<file path="config.mk">
export PLATFORM = sky130hd
export DESIGN_NAME = bwu_top
export DESIGN_NICKNAME = d
export VERILOG_FILES = /design/src/common/bwu_pkg.sv /design/src/verilog/bwu_regmem.sv /design/src/verilog/bwu_dmatch.sv /design/src/verilog/bwu_top.sv
export VERILOG_INCLUDE_DIRS = /design/src /design/src/common
export SDC_FILE = /design/constraint.sdc
export NUM_CORES = 2
export LEC_CHECK = 0
export BUFFER_PORTS_ARGS = -buffer_cell sky130_fd_sc_hd__buf_2
export CAP_MARGIN = 0
export CORE_MARGIN = 2
export CORE_UTILIZATION = 45
export DETAILED_ROUTE_END_ITERATION = 6
export GPL_ROUTABILITY_DRIVEN = 0
export PLACE_DENSITY_LB_ADDON = 0.05
export SETUP_SLACK_MARGIN = 0.02
export SLEW_MARGIN = 5
export SYNTH_ARGS = -nofsm -noshare
export SYNTH_HDL_FRONTEND = slang
export SYNTH_SLANG_ARGS = --single-unit
</file>
<file path="constraint.sdc">
create_clock -name core_clk_i -period 2.8 [get_ports core_clk_i]
set_input_delay 0.42 -clock core_clk_i [delete_from_list [all_inputs] [get_ports core_clk_i]]
set_output_delay 0.42 -clock core_clk_i [all_outputs]
set_load 0.02 [all_outputs]
</file>
<file path="src/common/bwu_regs.svh">
`ifndef BWU_REGS_SVH
`define BWU_REGS_SVH
// register indices (word addresses are index * 4)
`define BWU_ADDR_W 6
`define BWU_PADDR_BASE 6'h00
`define BWU_PCTRL_BASE 6'h08
`define BWU_DADDR_BASE 6'h10
`define BWU_DVAL_BASE 6'h12
`define BWU_DCTRL_BASE 6'h14
`define BWU_TRIG_OFF 6'h16
`define BWU_STAT_OFF 6'h17
// field positions
`define BWU_EN_HI 31
`define BWU_EN_LO 30
`define BWU_RMASK_BIT 25
`define BWU_EVO_BIT 14
`define BWU_DIR_HI 29
`define BWU_DIR_LO 28
`define BWU_MASK_HI 23
`define BWU_MASK_LO 20
`define BWU_OPA_BIT 17
`define BWU_OPV_BIT 16
`define BWU_SIZE_HI 11
`define BWU_SIZE_LO 9
`define BWU_PBEG_HI 31
`define BWU_PBEG_LO 29
`define BWU_PSTP_HI 28
`define BWU_PSTP_LO 26
`define BWU_DBEG_HI 25
`define BWU_DBEG_LO 23
`define BWU_DSTP_HI 22
`define BWU_DSTP_LO 20
// writable bit masks
`define BWU_PCTRL_A_WMASK 32'hc200_4000
`define BWU_PCTRL_B_WMASK 32'hc000_4000
`define BWU_DCTRL_WMASK 32'hf0f3_4e00
`define BWU_TRIG_WMASK 32'hfff0_0000
`define BWU_RESET_VAL 32'h0000_0000
// message codes
`define BWU_TCODE_THIT 6'h38
`define BWU_TCODE_WH 6'h0f
`endif

</file>
<file path="src/common/bwu_pkg.sv">
package bwu_pkg;
    typedef enum logic [1:0] {BWU_EN_OFF, BWU_EN_BRK, BWU_EN_RSV,
        BWU_EN_WATCH} bwu_en_e;
    typedef enum logic [1:0] {BWU_SZ_BYTE, BWU_SZ_HALF, BWU_SZ_WORD,
        BWU_SZ_RSV} bwu_size_e;
    typedef logic [31:0] bwu_word_t;
endpackage

</file>
<file path="src/verilog/bwu_regmem.sv">
`timescale 1ns/1ns
`include "bwu_regs.svh"
// small register memory, registered read data
module bwu_regmem
(
    input wire logic core_clk_i,
    input wire logic rst_i,
    input wire logic we_i,
    input wire logic [2:0] waddr_i,
    input wire logic [31:0] wdata_i,
    input wire logic [2:0] raddr_i,
    output logic [31:0] rdata_o,
    output logic [31:0] all_o [8]
);
    logic [31:0] mem_q [8];
    logic [31:0] mem_d [8];
    logic [31:0] rdata_d;

    always_comb
    begin
        mem_d = mem_q;
        if (we_i)
        begin
            mem_d[waddr_i] = wdata_i;
        end
        rdata_d = mem_q[raddr_i];
    end

    always_ff @(posedge core_clk_i)
    begin
        if (rst_i)
        begin
            for (int i = 0; i < 8; i++)
            begin
                mem_q[i] <= `BWU_RESET_VAL;
            end
            rdata_o <= `BWU_RESET_VAL;
        end
        else
        begin
            mem_q <= mem_d;
            rdata_o <= rdata_d;
        end
    end

    assign all_o = mem_q;
endmodule // bwu_regmem

</file>
<file path="src/verilog/bwu_dmatch.sv">
`timescale 1ns/1ns
`include "bwu_regs.svh"
// combinational data compare for one data module
module bwu_dmatch
(
    input wire logic [31:0] ctrl_i,
    input wire logic [31:0] addr_i,
    input wire logic [31:0] value_i,
    input wire logic [31:0] bus_addr_i,
    input wire logic [31:0] bus_data_i,
    input wire logic bus_write_i,
    input wire logic [1:0] bus_size_i,
    output logic hit_o
);
    import bwu_pkg::*;
    logic [31:0] lane_keep;
    logic dir_ok;
    logic size_ok;
    logic addr_ok;
    logic val_ok;

    always_comb
    begin
        for (int i = 0; i < 4; i++)
        begin
            lane_keep[i*8 +: 8] = {8{~ctrl_i[`BWU_MASK_LO + i]}};
        end
        case (ctrl_i[`BWU_DIR_HI:`BWU_DIR_LO])
            2'h0: dir_ok = ~bus_write_i;
            2'h1: dir_ok = bus_write_i;
            2'h2: dir_ok = 1'b1;
            default: dir_ok = 1'b0;
        endcase
        case (ctrl_i[`BWU_SIZE_HI:`BWU_SIZE_LO])
            3'h4: size_ok = bus_size_i == BWU_SZ_BYTE;
            3'h5: size_ok = bus_size_i == BWU_SZ_HALF;
            3'h6: size_ok = bus_size_i == BWU_SZ_WORD;
            3'h7: size_ok = 1'b0;
            default: size_ok = 1'b1;
        endcase
        addr_ok = ~ctrl_i[`BWU_OPA_BIT] | (bus_addr_i == addr_i);
        val_ok = ~ctrl_i[`BWU_OPV_BIT]
            | ((bus_data_i & lane_keep) == (value_i & lane_keep));
        hit_o = (ctrl_i[`BWU_OPA_BIT] | ctrl_i[`BWU_OPV_BIT])
            & addr_ok & val_ok & dir_ok & size_ok;
    end
endmodule // bwu_dmatch

</file>
<file path="src/verilog/bwu_top.sv">
// Local design decisions: the strobed register port and the placing of the registers.
`timescale 1ns/1ns
`include "bwu_regs.svh"
module bwu_top
(
    input wire logic core_clk_i,
    input wire logic rst_i,
    input wire logic [5:0] reg_addr_i,
    input wire logic [31:0] reg_wdata_i,
    input wire logic reg_wr_i,
    input wire logic reg_rd_i,
    output logic [31:0] reg_rdata_o,
    input wire logic debug_mode_i,
    input wire logic event_out_select_i,
    input wire logic pc_valid_i,
    input wire logic [31:0] pc_i,
    input wire logic dacc_valid_i,
    input wire logic [31:0] dacc_addr_i,
    input wire logic [31:0] dacc_data_i,
    input wire logic dacc_write_i,
    input wire logic [1:0] dacc_size_i,
    input wire logic dacc_done_i,
    input wire logic [1:0] trace_wp_i,
    output logic pc_break_o,
    output logic data_break_o,
    output logic [7:0] watch_hit_o,
    output logic watch_msg_o,
    output logic [5:0] watch_tcode_o,
    output logic [1:0] trace_hit_o,
    output logic trace_msg_o,
    output logic [5:0] trace_tcode_o,
    output logic event_out_pin_o,
    output logic prog_trace_en_o,
    output logic data_trace_en_o,
    output logic data_event_keep_o
);
    import bwu_pkg::*;

    logic [31:0] paddr [6];
    logic [31:0] pctrl [6];
    logic [31:0] daddr [2];
    logic [31:0] dval [2];
    logic [31:0] dctrl [2];
    logic [31:0] trig_q, trig_d;
    logic [31:0] memall [8];
    logic [31:0] mem_rdata;
    logic mem_we;
    logic [2:0] mem_waddr;
    logic [31:0] mem_wdata;
    logic rd_mem_q, rd_mem_d;
    logic [31:0] rd_reg_q, rd_reg_d;
    logic [31:0] rdata_d;
    logic [31:0] ctl_d [8];
    logic [31:0] ctl_q [8];
    logic [5:0] prog_raw, prog_hit;
    logic [1:0] data_raw;
    logic [1:0] data_pend_q, data_pend_d;
    logic [7:0] wp_ev;
    logic pc_break_d, data_break_d;
    logic [7:0] watch_hit_d;
    logic watch_msg_d, trace_msg_d;
    logic [1:0] trace_hit_d;
    logic evo_d;
    logic pt_q, pt_d, dt_q, dt_d, keep_d;
    logic [7:0] pctrl_evo;

    // 32-bit write to reserved bits is dropped by masking
    function automatic logic [31:0] wmask(input logic [5:0] idx);
        if (idx >= `BWU_PCTRL_BASE && idx < `BWU_PCTRL_BASE + 6'h6)
            wmask = idx[0] ? `BWU_PCTRL_B_WMASK : `BWU_PCTRL_A_WMASK;
        else if (idx >= `BWU_DCTRL_BASE && idx < `BWU_DCTRL_BASE + 6'h2)
            wmask = `BWU_DCTRL_WMASK;
        else if (idx == `BWU_TRIG_OFF)
            wmask = `BWU_TRIG_WMASK;
        else
            wmask = 32'hffff_ffff;
    endfunction

    // enable field decode
    function automatic logic en_is(input logic [31:0] c, input bwu_en_e e);
        en_is = bwu_en_e'(c[`BWU_EN_HI:`BWU_EN_LO]) == e;
    endfunction

    function automatic logic sel_hit(input logic [2:0] s,
        input logic [7:0] ev);
        sel_hit = (s != 3'h0) && ev[s];
    endfunction

    // program addresses kept in small memory
    bwu_regmem u_mem
    (
        .core_clk_i(core_clk_i),
        .rst_i(rst_i),
        .we_i(mem_we),
        .waddr_i(mem_waddr),
        .wdata_i(mem_wdata),
        .raddr_i(reg_addr_i[2:0]),
        .rdata_o(mem_rdata),
        .all_o(memall)
    );

    always_comb
    begin
        mem_we = reg_wr_i && reg_addr_i < 6'h6;
        mem_waddr = reg_addr_i[2:0];
        mem_wdata = reg_wdata_i;
        for (int i = 0; i < 6; i++)
        begin
            paddr[i] = memall[i];
        end
    end

    // program control and trigger registers
    always_comb
    begin
        ctl_d = ctl_q;
        trig_d = trig_q;
        if (reg_wr_i && reg_addr_i >= `BWU_PCTRL_BASE
            && reg_addr_i < `BWU_PCTRL_BASE + 6'h6)
        begin
            ctl_d[reg_addr_i[2:0]] = reg_wdata_i & wmask(reg_addr_i);
        end
        if (reg_wr_i && reg_addr_i == `BWU_TRIG_OFF)
        begin
            trig_d = reg_wdata_i & `BWU_TRIG_WMASK;
        end
    end

    // separate banks: pctrl in ctl_q[0..5], data in dq
    logic [31:0] dq_q [6];
    logic [31:0] dq_d [6];
    always_comb
    begin
        dq_d = dq_q;
        if (reg_wr_i && reg_addr_i >= `BWU_DADDR_BASE
            && reg_addr_i < `BWU_DCTRL_BASE + 6'h2)
        begin
            dq_d[3'(reg_addr_i - `BWU_DADDR_BASE)] =
                reg_wdata_i & wmask(reg_addr_i);
        end
        for (int i = 0; i < 6; i++)
        begin
            pctrl[i] = ctl_q[i];
        end
        daddr[0] = dq_q[0];
        daddr[1] = dq_q[1];
        dval[0] = dq_q[2];
        dval[1] = dq_q[3];
        dctrl[0] = dq_q[4];
        dctrl[1] = dq_q[5];
    end

    // program compare
    always_comb
    begin
        for (int p = 0; p < 3; p++)
        begin
            if (pctrl[2*p][`BWU_RMASK_BIT])
            begin
                prog_raw[2*p] = (pc_i & paddr[2*p+1])
                    == (paddr[2*p] & paddr[2*p+1]);
                prog_raw[2*p+1] = 1'b0;
            end
            else
            begin
                prog_raw[2*p] = pc_i == paddr[2*p];
                prog_raw[2*p+1] = pc_i == paddr[2*p+1];
            end
        end
        prog_hit = prog_raw & {6{pc_valid_i & ~debug_mode_i}};
    end

    for (genvar g = 0; g < 2; g++)
    begin : g_data
        bwu_dmatch u_dm
        (
            .ctrl_i(dctrl[g]),
            .addr_i(daddr[g]),
            .value_i(dval[g]),
            .bus_addr_i(dacc_addr_i),
            .bus_data_i(dacc_data_i),
            .bus_write_i(dacc_write_i),
            .bus_size_i(dacc_size_i),
            .hit_o(data_raw[g])
        );
    end

    // hits, breaks, messages, trace trigger
    always_comb
    begin
        pc_break_d = 1'b0;
        watch_hit_d = 8'h0;
        evo_d = 1'b0;
        for (int i = 0; i < 6; i++)
        begin
            pctrl_evo[i] = pctrl[i][`BWU_EVO_BIT];
            if (prog_hit[i] && en_is(pctrl[i], BWU_EN_BRK))
                pc_break_d = 1'b1;
            if (prog_hit[i] && en_is(pctrl[i], BWU_EN_WATCH))
                watch_hit_d[i] = 1'b1;
            if (prog_hit[i] && !en_is(pctrl[i], BWU_EN_OFF)
                && !en_is(pctrl[i], BWU_EN_RSV) && pctrl_evo[i])
                evo_d = 1'b1;
        end
        data_pend_d = data_pend_q;
        data_break_d = 1'b0;
        for (int j = 0; j < 2; j++)
        begin
            pctrl_evo[6+j] = dctrl[j][`BWU_EVO_BIT];
            if (dacc_valid_i && !debug_mode_i && data_raw[j]
                && en_is(dctrl[j], BWU_EN_BRK))
                data_pend_d[j] = 1'b1;
            if (dacc_valid_i && !debug_mode_i && data_raw[j]
                && en_is(dctrl[j], BWU_EN_WATCH))
                watch_hit_d[6+j] = 1'b1;
            if (dacc_valid_i && !debug_mode_i && data_raw[j]
                && !en_is(dctrl[j], BWU_EN_OFF)
                && !en_is(dctrl[j], BWU_EN_RSV) && pctrl_evo[6+j])
                evo_d = 1'b1;
        end
        if (dacc_done_i && data_pend_d != 2'h0)
        begin
            data_break_d = 1'b1;
            data_pend_d = 2'h0;
        end
        evo_d = evo_d & event_out_select_i;
        watch_msg_d = watch_hit_d != 8'h0;
        trace_hit_d = watch_msg_d ? 2'h0 : trace_wp_i;
        trace_msg_d = trace_hit_d != 2'h0;
        wp_ev = {watch_hit_d[7:6], watch_hit_d[5:1], 1'b0};
        pt_d = pt_q;
        dt_d = dt_q;
        keep_d = 1'b1;
        if (sel_hit(trig_q[`BWU_PBEG_HI:`BWU_PBEG_LO], wp_ev))
            pt_d = 1'b1;
        if (sel_hit(trig_q[`BWU_PSTP_HI:`BWU_PSTP_LO], wp_ev))
            pt_d = 1'b0;
        if (sel_hit(trig_q[`BWU_DBEG_HI:`BWU_DBEG_LO], wp_ev))
        begin
            dt_d = 1'b1;
            keep_d = 1'b0;
        end
        if (sel_hit(trig_q[`BWU_DSTP_HI:`BWU_DSTP_LO], wp_ev))
        begin
            dt_d = 1'b0;
            keep_d = 1'b1;
        end
    end

    // register read: one cycle latency
    always_comb
    begin
        rd_mem_d = reg_rd_i && reg_addr_i < 6'h6;
        if (!reg_rd_i)
            rd_reg_d = 32'h0;
        else if (reg_addr_i >= `BWU_PCTRL_BASE
            && reg_addr_i < `BWU_PCTRL_BASE + 6'h6)
            rd_reg_d = ctl_q[reg_addr_i[2:0]];
        else if (reg_addr_i >= `BWU_DADDR_BASE
            && reg_addr_i < `BWU_DCTRL_BASE + 6'h2)
            rd_reg_d = dq_q[3'(reg_addr_i - `BWU_DADDR_BASE)];
        else if (reg_addr_i == `BWU_TRIG_OFF)
            rd_reg_d = trig_q;
        else if (reg_addr_i == `BWU_STAT_OFF)
            rd_reg_d = {28'h0, data_pend_q, dt_q, pt_q};
        else
            rd_reg_d = 32'h0;
        rdata_d = rd_mem_q ? mem_rdata : rd_reg_q;
    end

    always_ff @(posedge core_clk_i)
    begin
        if (rst_i)
        begin
            for (int i = 0; i < 8; i++)
                ctl_q[i] <= `BWU_RESET_VAL;
            for (int i = 0; i < 6; i++)
                dq_q[i] <= `BWU_RESET_VAL;
            trig_q <= `BWU_RESET_VAL;
            rd_mem_q <= 1'b0;
            rd_reg_q <= 32'h0;
            data_pend_q <= 2'h0;
            pt_q <= 1'b0;
            dt_q <= 1'b0;
            pc_break_o <= 1'b0;
            data_break_o <= 1'b0;
            watch_hit_o <= 8'h0;
            watch_msg_o <= 1'b0;
            trace_hit_o <= 2'h0;
            trace_msg_o <= 1'b0;
            event_out_pin_o <= 1'b0;
            data_event_keep_o <= 1'b1;
        end
        else
        begin
            ctl_q <= ctl_d;
            dq_q <= dq_d;
            trig_q <= trig_d;
            rd_mem_q <= rd_mem_d;
            rd_reg_q <= rd_reg_d;
            data_pend_q <= data_pend_d;
            pt_q <= pt_d;
            dt_q <= dt_d;
            pc_break_o <= pc_break_d;
            data_break_o <= data_break_d;
            watch_hit_o <= watch_hit_d;
            watch_msg_o <= watch_msg_d;
            trace_hit_o <= trace_hit_d;
            trace_msg_o <= trace_msg_d;
            event_out_pin_o <= evo_d;
            data_event_keep_o <= keep_d;
        end
    end

    assign reg_rdata_o = rdata_d;
    assign prog_trace_en_o = pt_q;
    assign data_trace_en_o = dt_q;
    assign watch_tcode_o = `BWU_TCODE_WH;
    assign trace_tcode_o = `BWU_TCODE_THIT;

    a_range_b_silent: assert property (@(posedge core_clk_i) disable iff
        (rst_i) pctrl[0][`BWU_RMASK_BIT] |=> !watch_hit_o[1])
        else $error("masked b module matched");
    a_trace_suppress: assert property (@(posedge core_clk_i) disable iff
        (rst_i) watch_msg_d |=> !trace_msg_o)
        else $error("trace hit not suppressed");
    a_evo_gate: assert property (@(posedge core_clk_i) disable iff
        (rst_i) !event_out_select_i |=> !event_out_pin_o)
        else $error("event pulse without select");
    a_dbreak_done: assert property (@(posedge core_clk_i) disable iff
        (rst_i) data_break_o |-> $past(dacc_done_i))
        else $error("data break before completion");
    a_trig_rsvd: assert property (@(posedge core_clk_i) disable iff
        (rst_i) trig_q[19:0] == 20'h0)
        else $error("trigger reserved bits set");
    a_tcode_thit: assert property (@(posedge core_clk_i) disable iff
        (rst_i) trace_msg_o |-> trace_tcode_o == 6'd56)
        else $error("trace hit code wrong");
    a_pbrk_en: assert property (@(posedge core_clk_i) disable iff
        (rst_i) pc_break_o |-> $past(pc_valid_i && !debug_mode_i))
        else $error("pc break without valid pc");
    a_dtrace_off: assert property (@(posedge core_clk_i) disable iff
        (rst_i) trig_q == 32'h0 |=> $stable(data_trace_en_o))
        else $error("data trace changed with trigger off");
endmodule // bwu_top

</file>
Word level (Yosys, flattened, before mapping)

Cells that the tools add are included.

Bits in registers: 801
Input port bits: 148
Output and inout port bits: 62

Add/sub/neg operators: 1
Magnitude comparators: 14
Equality and inequality tests: 53
Multiplexer cells: 69
Bitwise operators: 46
Reductions and logical operators: 99

Operators with widths:

| cell                 | number |
|---|---|
| $bwmux W256          | 2 |
| $mux W32             | 14 |
| $eq A32 B32 Y1       | 13 |
| $and A32 B32 Y32     | 12 |
| $bmux W32 S3         | 3 |
| $bwmux W192          | 1 |
| $demux W32 S3        | 2 |
| $logic_and A1 B1 Y1  | 60 |
| $eq A2 B2 Y1 const B | 19 |
| $mux W1              | 30 |
| $mux W30             | 1 |
| $mux W28             | 1 |
| $mux W26             | 1 |
| $eq A3 B3 Y1 const B | 8 |
| $eq A2 B1 Y1 const B | 11 |
| $logic_not A2 Y1     | 11 |
| $mux W20             | 1 |
| $logic_not A1 Y1     | 17 |
| $lt A3 B4 Y1 const B | 4 |
| $not A1 Y1           | 15 |
| $bmux W1 S3          | 4 |
| $eq A6 B5 Y1 const B | 2 |
| $ge A6 B5 Y1 const B | 2 |
| $reduce_bool A3 Y1   | 4 |
| 18 further kinds     | 44 |

Logic depth before layout (Yosys ltp)

Depth after elaboration: 16
Depth in mapped cells: 11
Gate-level depth less buffers: 10

Hierarchy

From an unflattened synthesis, not the netlist that was laid out.

Cell total of the unflattened synthesis: 4162
Area total of the unflattened synthesis: 36527.5 um^2

By module, submodules not included:

| module     | times used | cells an instance | area an instance (um^2) |
|---|---|---|---|
| bwu_top    | 1          | 2625              | 22890.7 |
| bwu_regmem | 1          | 1345              | 12097.9 |
| bwu_dmatch | 2          | 96                | 769.5 |

Worst setup path before layout

Ideal clock, no wire load.

Path kind: input to register
Start point: input port pc_i[11]
End point: register pt_q (netlist: prog_trace_en_o)
Library setup time: 122 ps
Data arrival time: 2127 ps
Data required time: 2678 ps
Slack: 551 ps
Stages: 10
Buffers on the path: 0
Cell sequence: ha_1 -> nor4b_1 -> nand4_1 -> nor3_1 -> nand2_1 -> mux2i_1 -> a211o_1 -> a41oi_1 -> a21oi_1 -> a211oi_2

Longest elaborated chain between the ends: 10
Elaborated cells on any way between the ends: 30
Those cells by class: eq/ne (7); mux (12); bitwise (3); reduce/logical (8)

RTL lines:

| element                       | line           | text |
|---|---|---|
| start: declaration            | bwu_top.sv:16  | `input wire logic [31:0] pc_i,` |
| $and A32 B32 Y32              | bwu_top.sv:160 | `prog_raw[2*p] = (pc_i & paddr[2*p+1])` |
| $eq A32 B32 Y1                | bwu_top.sv:161 | `== (paddr[2*p] & paddr[2*p+1]);` |
| $mux W2                       | bwu_top.sv:158 | `` if (pctrl[2*p][`BWU_RMASK_BIT]) `` |
| $and A6 B6 Y6 *               | bwu_top.sv:170 | `prog_hit = prog_raw & {6{pc_valid_i & ~debug_mode_i}};` |
| $logic_and A1 B1 Y1           | bwu_top.sv:199 | `if (prog_hit[i] && en_is(pctrl[i], BWU_EN_WATCH))` |
| $mux W1                       | bwu_top.sv:199 |  |
| $bmux W1 S3                   | bwu_top.sv:86  | `sel_hit = (s != 3'h0) && ev[s];` |
| $mux W1 (implied by the code) | bwu_top.sv:86  |  |
| $logic_and A1 B1 Y1           | bwu_top.sv:86  |  |
| $reduce_or A2 Y1 (no line)    | n/a            |  |
| end signal: assignment        | bwu_top.sv:302 | `pt_q <= pt_d;` |
| end: declaration              | bwu_top.sv:64  | `logic pt_q, pt_d, dt_q, dt_d, keep_d;` |

Mark *: on every way between the ends. The rest lies on a longest branch, timed or not. The select of a mux whose other input is x is not followed.
A chain may end at the register's enable or synchronous reset.

Final worst setup path

Start point: register u_mem.mem_q (netlist bit u_mem.all_o[86])
End point: register pt_q (netlist: prog_trace_en_o)

Longest elaborated chain between the ends: 10
Elaborated cells on any way between the ends: 17
Those cells by class: eq/ne (2); mux (7); bitwise (3); reduce/logical (5)

RTL lines:

| element                                    | line                           | text |
|---|---|---|
| start: declaration                         | bwu_regmem.sv:15               | `logic [31:0] mem_q [8];` |
| start signal: indexed assignment           | bwu_regmem.sv:35               | `` mem_q[i] <= `BWU_RESET_VAL; `` |
| start signal: assignment                   | bwu_regmem.sv:41               | `mem_q <= mem_d;` |
| $and A32 B32 Y32, on equally long branches | bwu_top.sv:160, bwu_top.sv:161 |  |
| $eq A32 B32 Y1                             | bwu_top.sv:161                 |  |
| $mux W2 *                                  | bwu_top.sv:158                 |  |
| $and A6 B6 Y6 *                            | bwu_top.sv:170                 |  |
| $logic_and A1 B1 Y1                        | bwu_top.sv:199                 |  |
| $mux W1                                    | bwu_top.sv:199                 |  |
| $bmux W1 S3                                | bwu_top.sv:86                  |  |
| $mux W1 (implied by the code)              | bwu_top.sv:86                  |  |
| $logic_and A1 B1 Y1                        | bwu_top.sv:86                  |  |
| $reduce_or A2 Y1 (no line)                 | n/a                            |  |

Marks and branches as above.

==> metrics <==
Switching Fraction around 25%; clock power share slightly below 50%; power density over the cells ~590 nW/µm²; Tmin final between 2 and 3 ns; crit path max-delay cell type dfxtp_1; Max rail drop VDD between 0.0004 and 0.0005 V; Die W roughly 280 µm; Worst slew margin a little under half; most frequent cells in the layout 767 x dfxtp_1, 671 x nand2_1, 424 x a21oi_1; layout cells sized above 1 17.87%; DR iter-0 viols between 3000 and 4000; Net Sw Power ~6.2 mW; I/O Pins 210; final-report max-slew violation count 0; Crit Path Max Fanout 4; vias about 32000; Initial Utilization 45.36%; P_leak 16.69 nW; CP Capture Type flip-flop; Critical Path AT between 3 and 4 ns; Syn. warnings 0; post-synthesis average cell area 8.629 µm²; Seq pwr share 45.0%; Core ar. between 70000 and 80000 µm²; clk buf depth 3; FP Rows 102; sequential cell area fraction in the yosys report about 45%; share of flip-flops with an asynchronous set or reset 0%; drt pass-1 iters 6; final wirelength ~150000 µm; worst skew pair latency about 0.66 ns; Worst path top cell family by delay simple AND/OR/NAND/NOR gates; first-pass GRT wire length roughly 210000 µm; maximum clock frequency ~0.37 GHz; Post-DRT Antenna Nets 0; worst path bufs/invs 1; worst r2r src u_mem.all_o[86]; CTS tree done; cts bufs inserted 87; worst hold stages 3; reg2reg end prog_trace_en_o; top_reg_cell synth dfxtp_1; ranking of synthesized cells by area dfxtp_1 45%, nand2_1 7.2%, xor2_1 6.2%; HP Class input port to flip-flop; DRC viols 0; CTS root buf clkbuf_16; Largest stage delay, worst path approximately 0.42 ns; vias in the first global route ~30000; Pwr Total ~25 mW; Via density 5.764; Syn Inst Count ~4100; max_cap viols 0; Clock Skew roughly 0.030 ns; RSZ-0062 raised after global routing no; H-Tree Depth 3; die area around 80000 µm²; final instance area 42570 µm²; Detail Placement HPWL ~100000 µm; top cell type's share of synthesized area ~45%; Tot GR Track Use between 30% and 40%; clk sinks slightly below 800; initial antenna violation count 7; flops & latches, synth slightly below 800; Hold EP trace_msg_o; post-CTS setup buffer count 0; Int Pwr 18.89 mW; CTS clk-pin slew, worst paths ~0.060 ns; combinational group share of total power approximately 6.7%; Reg2Reg Depth 10; die height approximately 280 µm; port bufs between 150 and 200; Yosys top cell by area dfxtp_1; Finish-stage setup viols 0; total grt overflow 0; WL/cell 26.61 µm; Area after DPL a little under 40000 µm²; Final Hold Fails 0; nets@finish approximately 4600; commonest non-fill, non-tap cell in the layout dfxtp_1; flop2flop setup slack roughly 0.088 ns; WS Path Type flip-flop to flip-flop; Netlist cell types 67; Tcrit/Tclk final a little over nine tenths; Mapped Area 35080 µm²; worst slew pin tran 0.7858 ns; startpoint types flip-flop; Layout area overhead 21.35%; outcome finished, final reports clean; Post-synth EDFFs 0; largest net degree at the start of global routing 78; hold path start trace_wp_i[1]; CP cell instances ha_1 -> xor2_1 -> nand4_1 -> nor4_2 -> a31oi_2 -> buf_4 -> or2_2 -> mux2_2 -> a21oi_2 -> a211oi_2; Req. time, crit path 3.35 ns
stage by stage:
stage | hold WS [ns] | setup TNS (ns) | util, % | setup slack, ns | instances
floorplan | 0.4104 | 0 | - | 0.5509 | 4076
global placement | 0.4219 | -2.461 | 50.77 | -0.3710 | 5321
global route | 0.02640 | 0 | 55.04 | 0.02675 | 5485
CTS | 0.01142 | 0 | 54.81 | 0.01131 | 5483
finish | 0.03491 | 0 | 55.05 | 0.08770 | 5489
detailed placement | 0.4237 | -2.226 | 50.77 | -0.3434 | 5321
state kept, by name, summed over array words and instances (netlist names), 8 cells and up:
signal / cells
ctl_q: 243
daddr: 64
dctrl: 64
dq_q: 64
rd_reg_q: 32
trig_q: 12
u_mem.all_o: 256
u_mem.rdata_o: 32
watch_hit_o: 8
worst register-to-register path, delay by kind of cell, from the launching register on:
kind	cells	cell delay, ns
adders and majority gates	1	0.20
AOI/OAI and AO/OA	3	0.45
buffers and inverters	1	0.22
DFF	1	0.42
xor gates and xnor gates	1	0.26
muxes	1	0.28
and+or+nand+nor	3	0.79
final cells by class:
cell class / instances / area, µm²
Fill cell: 7218 / 34760
Multi-Input combinational cell: 2962 / 18370
Sequential cell: 788 / 15800
Timing Repair Buffer: 518 / 3985
Clock buffer: 128 / 2562
Tap cell: 1040 / 1301
Clock inverter: 32 / 480.5
Inverter: 14 / 52.55
Antenna cell: 7 / 17.52
repair_timing:
item,4_1_cts,5_1_grt
hold buffers,2,0
endpoints found under the setup margin,4,9
hold endpoints to repair,3,0
pin swaps,0,16
gates resized for setup,13,42
cells by family (layout without fill, tap and decap cells):
family	count (synthesis)	count (layout)	synth area share [%]
compound gates	843	843	15.09
buf+inv	326	692	3.780
fa+ha+maj	96	96	3.424
other cells	2	19	0.02141
simple gates	1582	1582	21.17
xor+xnor	323	323	8.063
mux	106	106	3.488
flops	788	788	44.96
power by group through the flow:
stage               registers (mW)  logic [mW]  clock network [mW]
global route                  11.3        1.73                12.7
detailed placement            11.5        1.62                   0
global placement              11.5        1.63                   0
CTS                           11.3        1.63                12.2
floorplan                     11.5       0.727                   0
finish                        11.3        1.68                12.1
synth_stat cells, types with 19 or more instances:
| cell | instances |
|---|---|
| a211oi_1 | 20 |
| a21oi_1 | 425 |
| a221oi_1 | 33 |
| a22o_1 | 19 |
| a22oi_1 | 201 |
| a31oi_1 | 27 |
| a41oi_1 | 25 |
| and2_1 | 214 |
| buf_2 | 46 |
| clkbuf_1 | 236 |
| dfxtp_1 | 788 |
| ha_1 | 96 |
| mux2_2 | 40 |
| mux2i_1 | 57 |
| nand2_1 | 671 |
| nand3_1 | 107 |
| nand4_1 | 37 |
| nor2_1 | 263 |
| nor2b_1 | 131 |
| nor3_1 | 34 |
| nor4_1 | 80 |
| o21ai_0 | 31 |
| xnor2_1 | 74 |
| xor2_1 | 249 |
layer usage:
| layer | routed length (µm) | GRT usage, % | vias to the layer above |
|---|---|---|---|
| met1 | 62810 | 49.51 | 15060 |
| li1 | - | - | 14620 |
| met5 | 56 | 0 | - |
| met3 | 13180 | 6.473 | 346 |
| met4 | 7241 | 15.38 | 8 |
| met2 | 62770 | 53.29 | 1610 |
worst max-delay path by stage:
stage | from | end | cells after the start
5_1_grt | u_mem.all_o[66] | data_event_keep_o | 10
2_1_floorplan | pc_i[11] | prog_trace_en_o | 10
4_1_cts | u_mem.all_o[82] | prog_trace_en_o | 11
6_report | u_mem.all_o[86] | prog_trace_en_o | 10
3_3_place_gp | pc_i[1] | data_trace_en_o | 14
3_5_place_dp | pc_i[1] | data_trace_en_o | 14
Power figures use the tool's default switching activity.
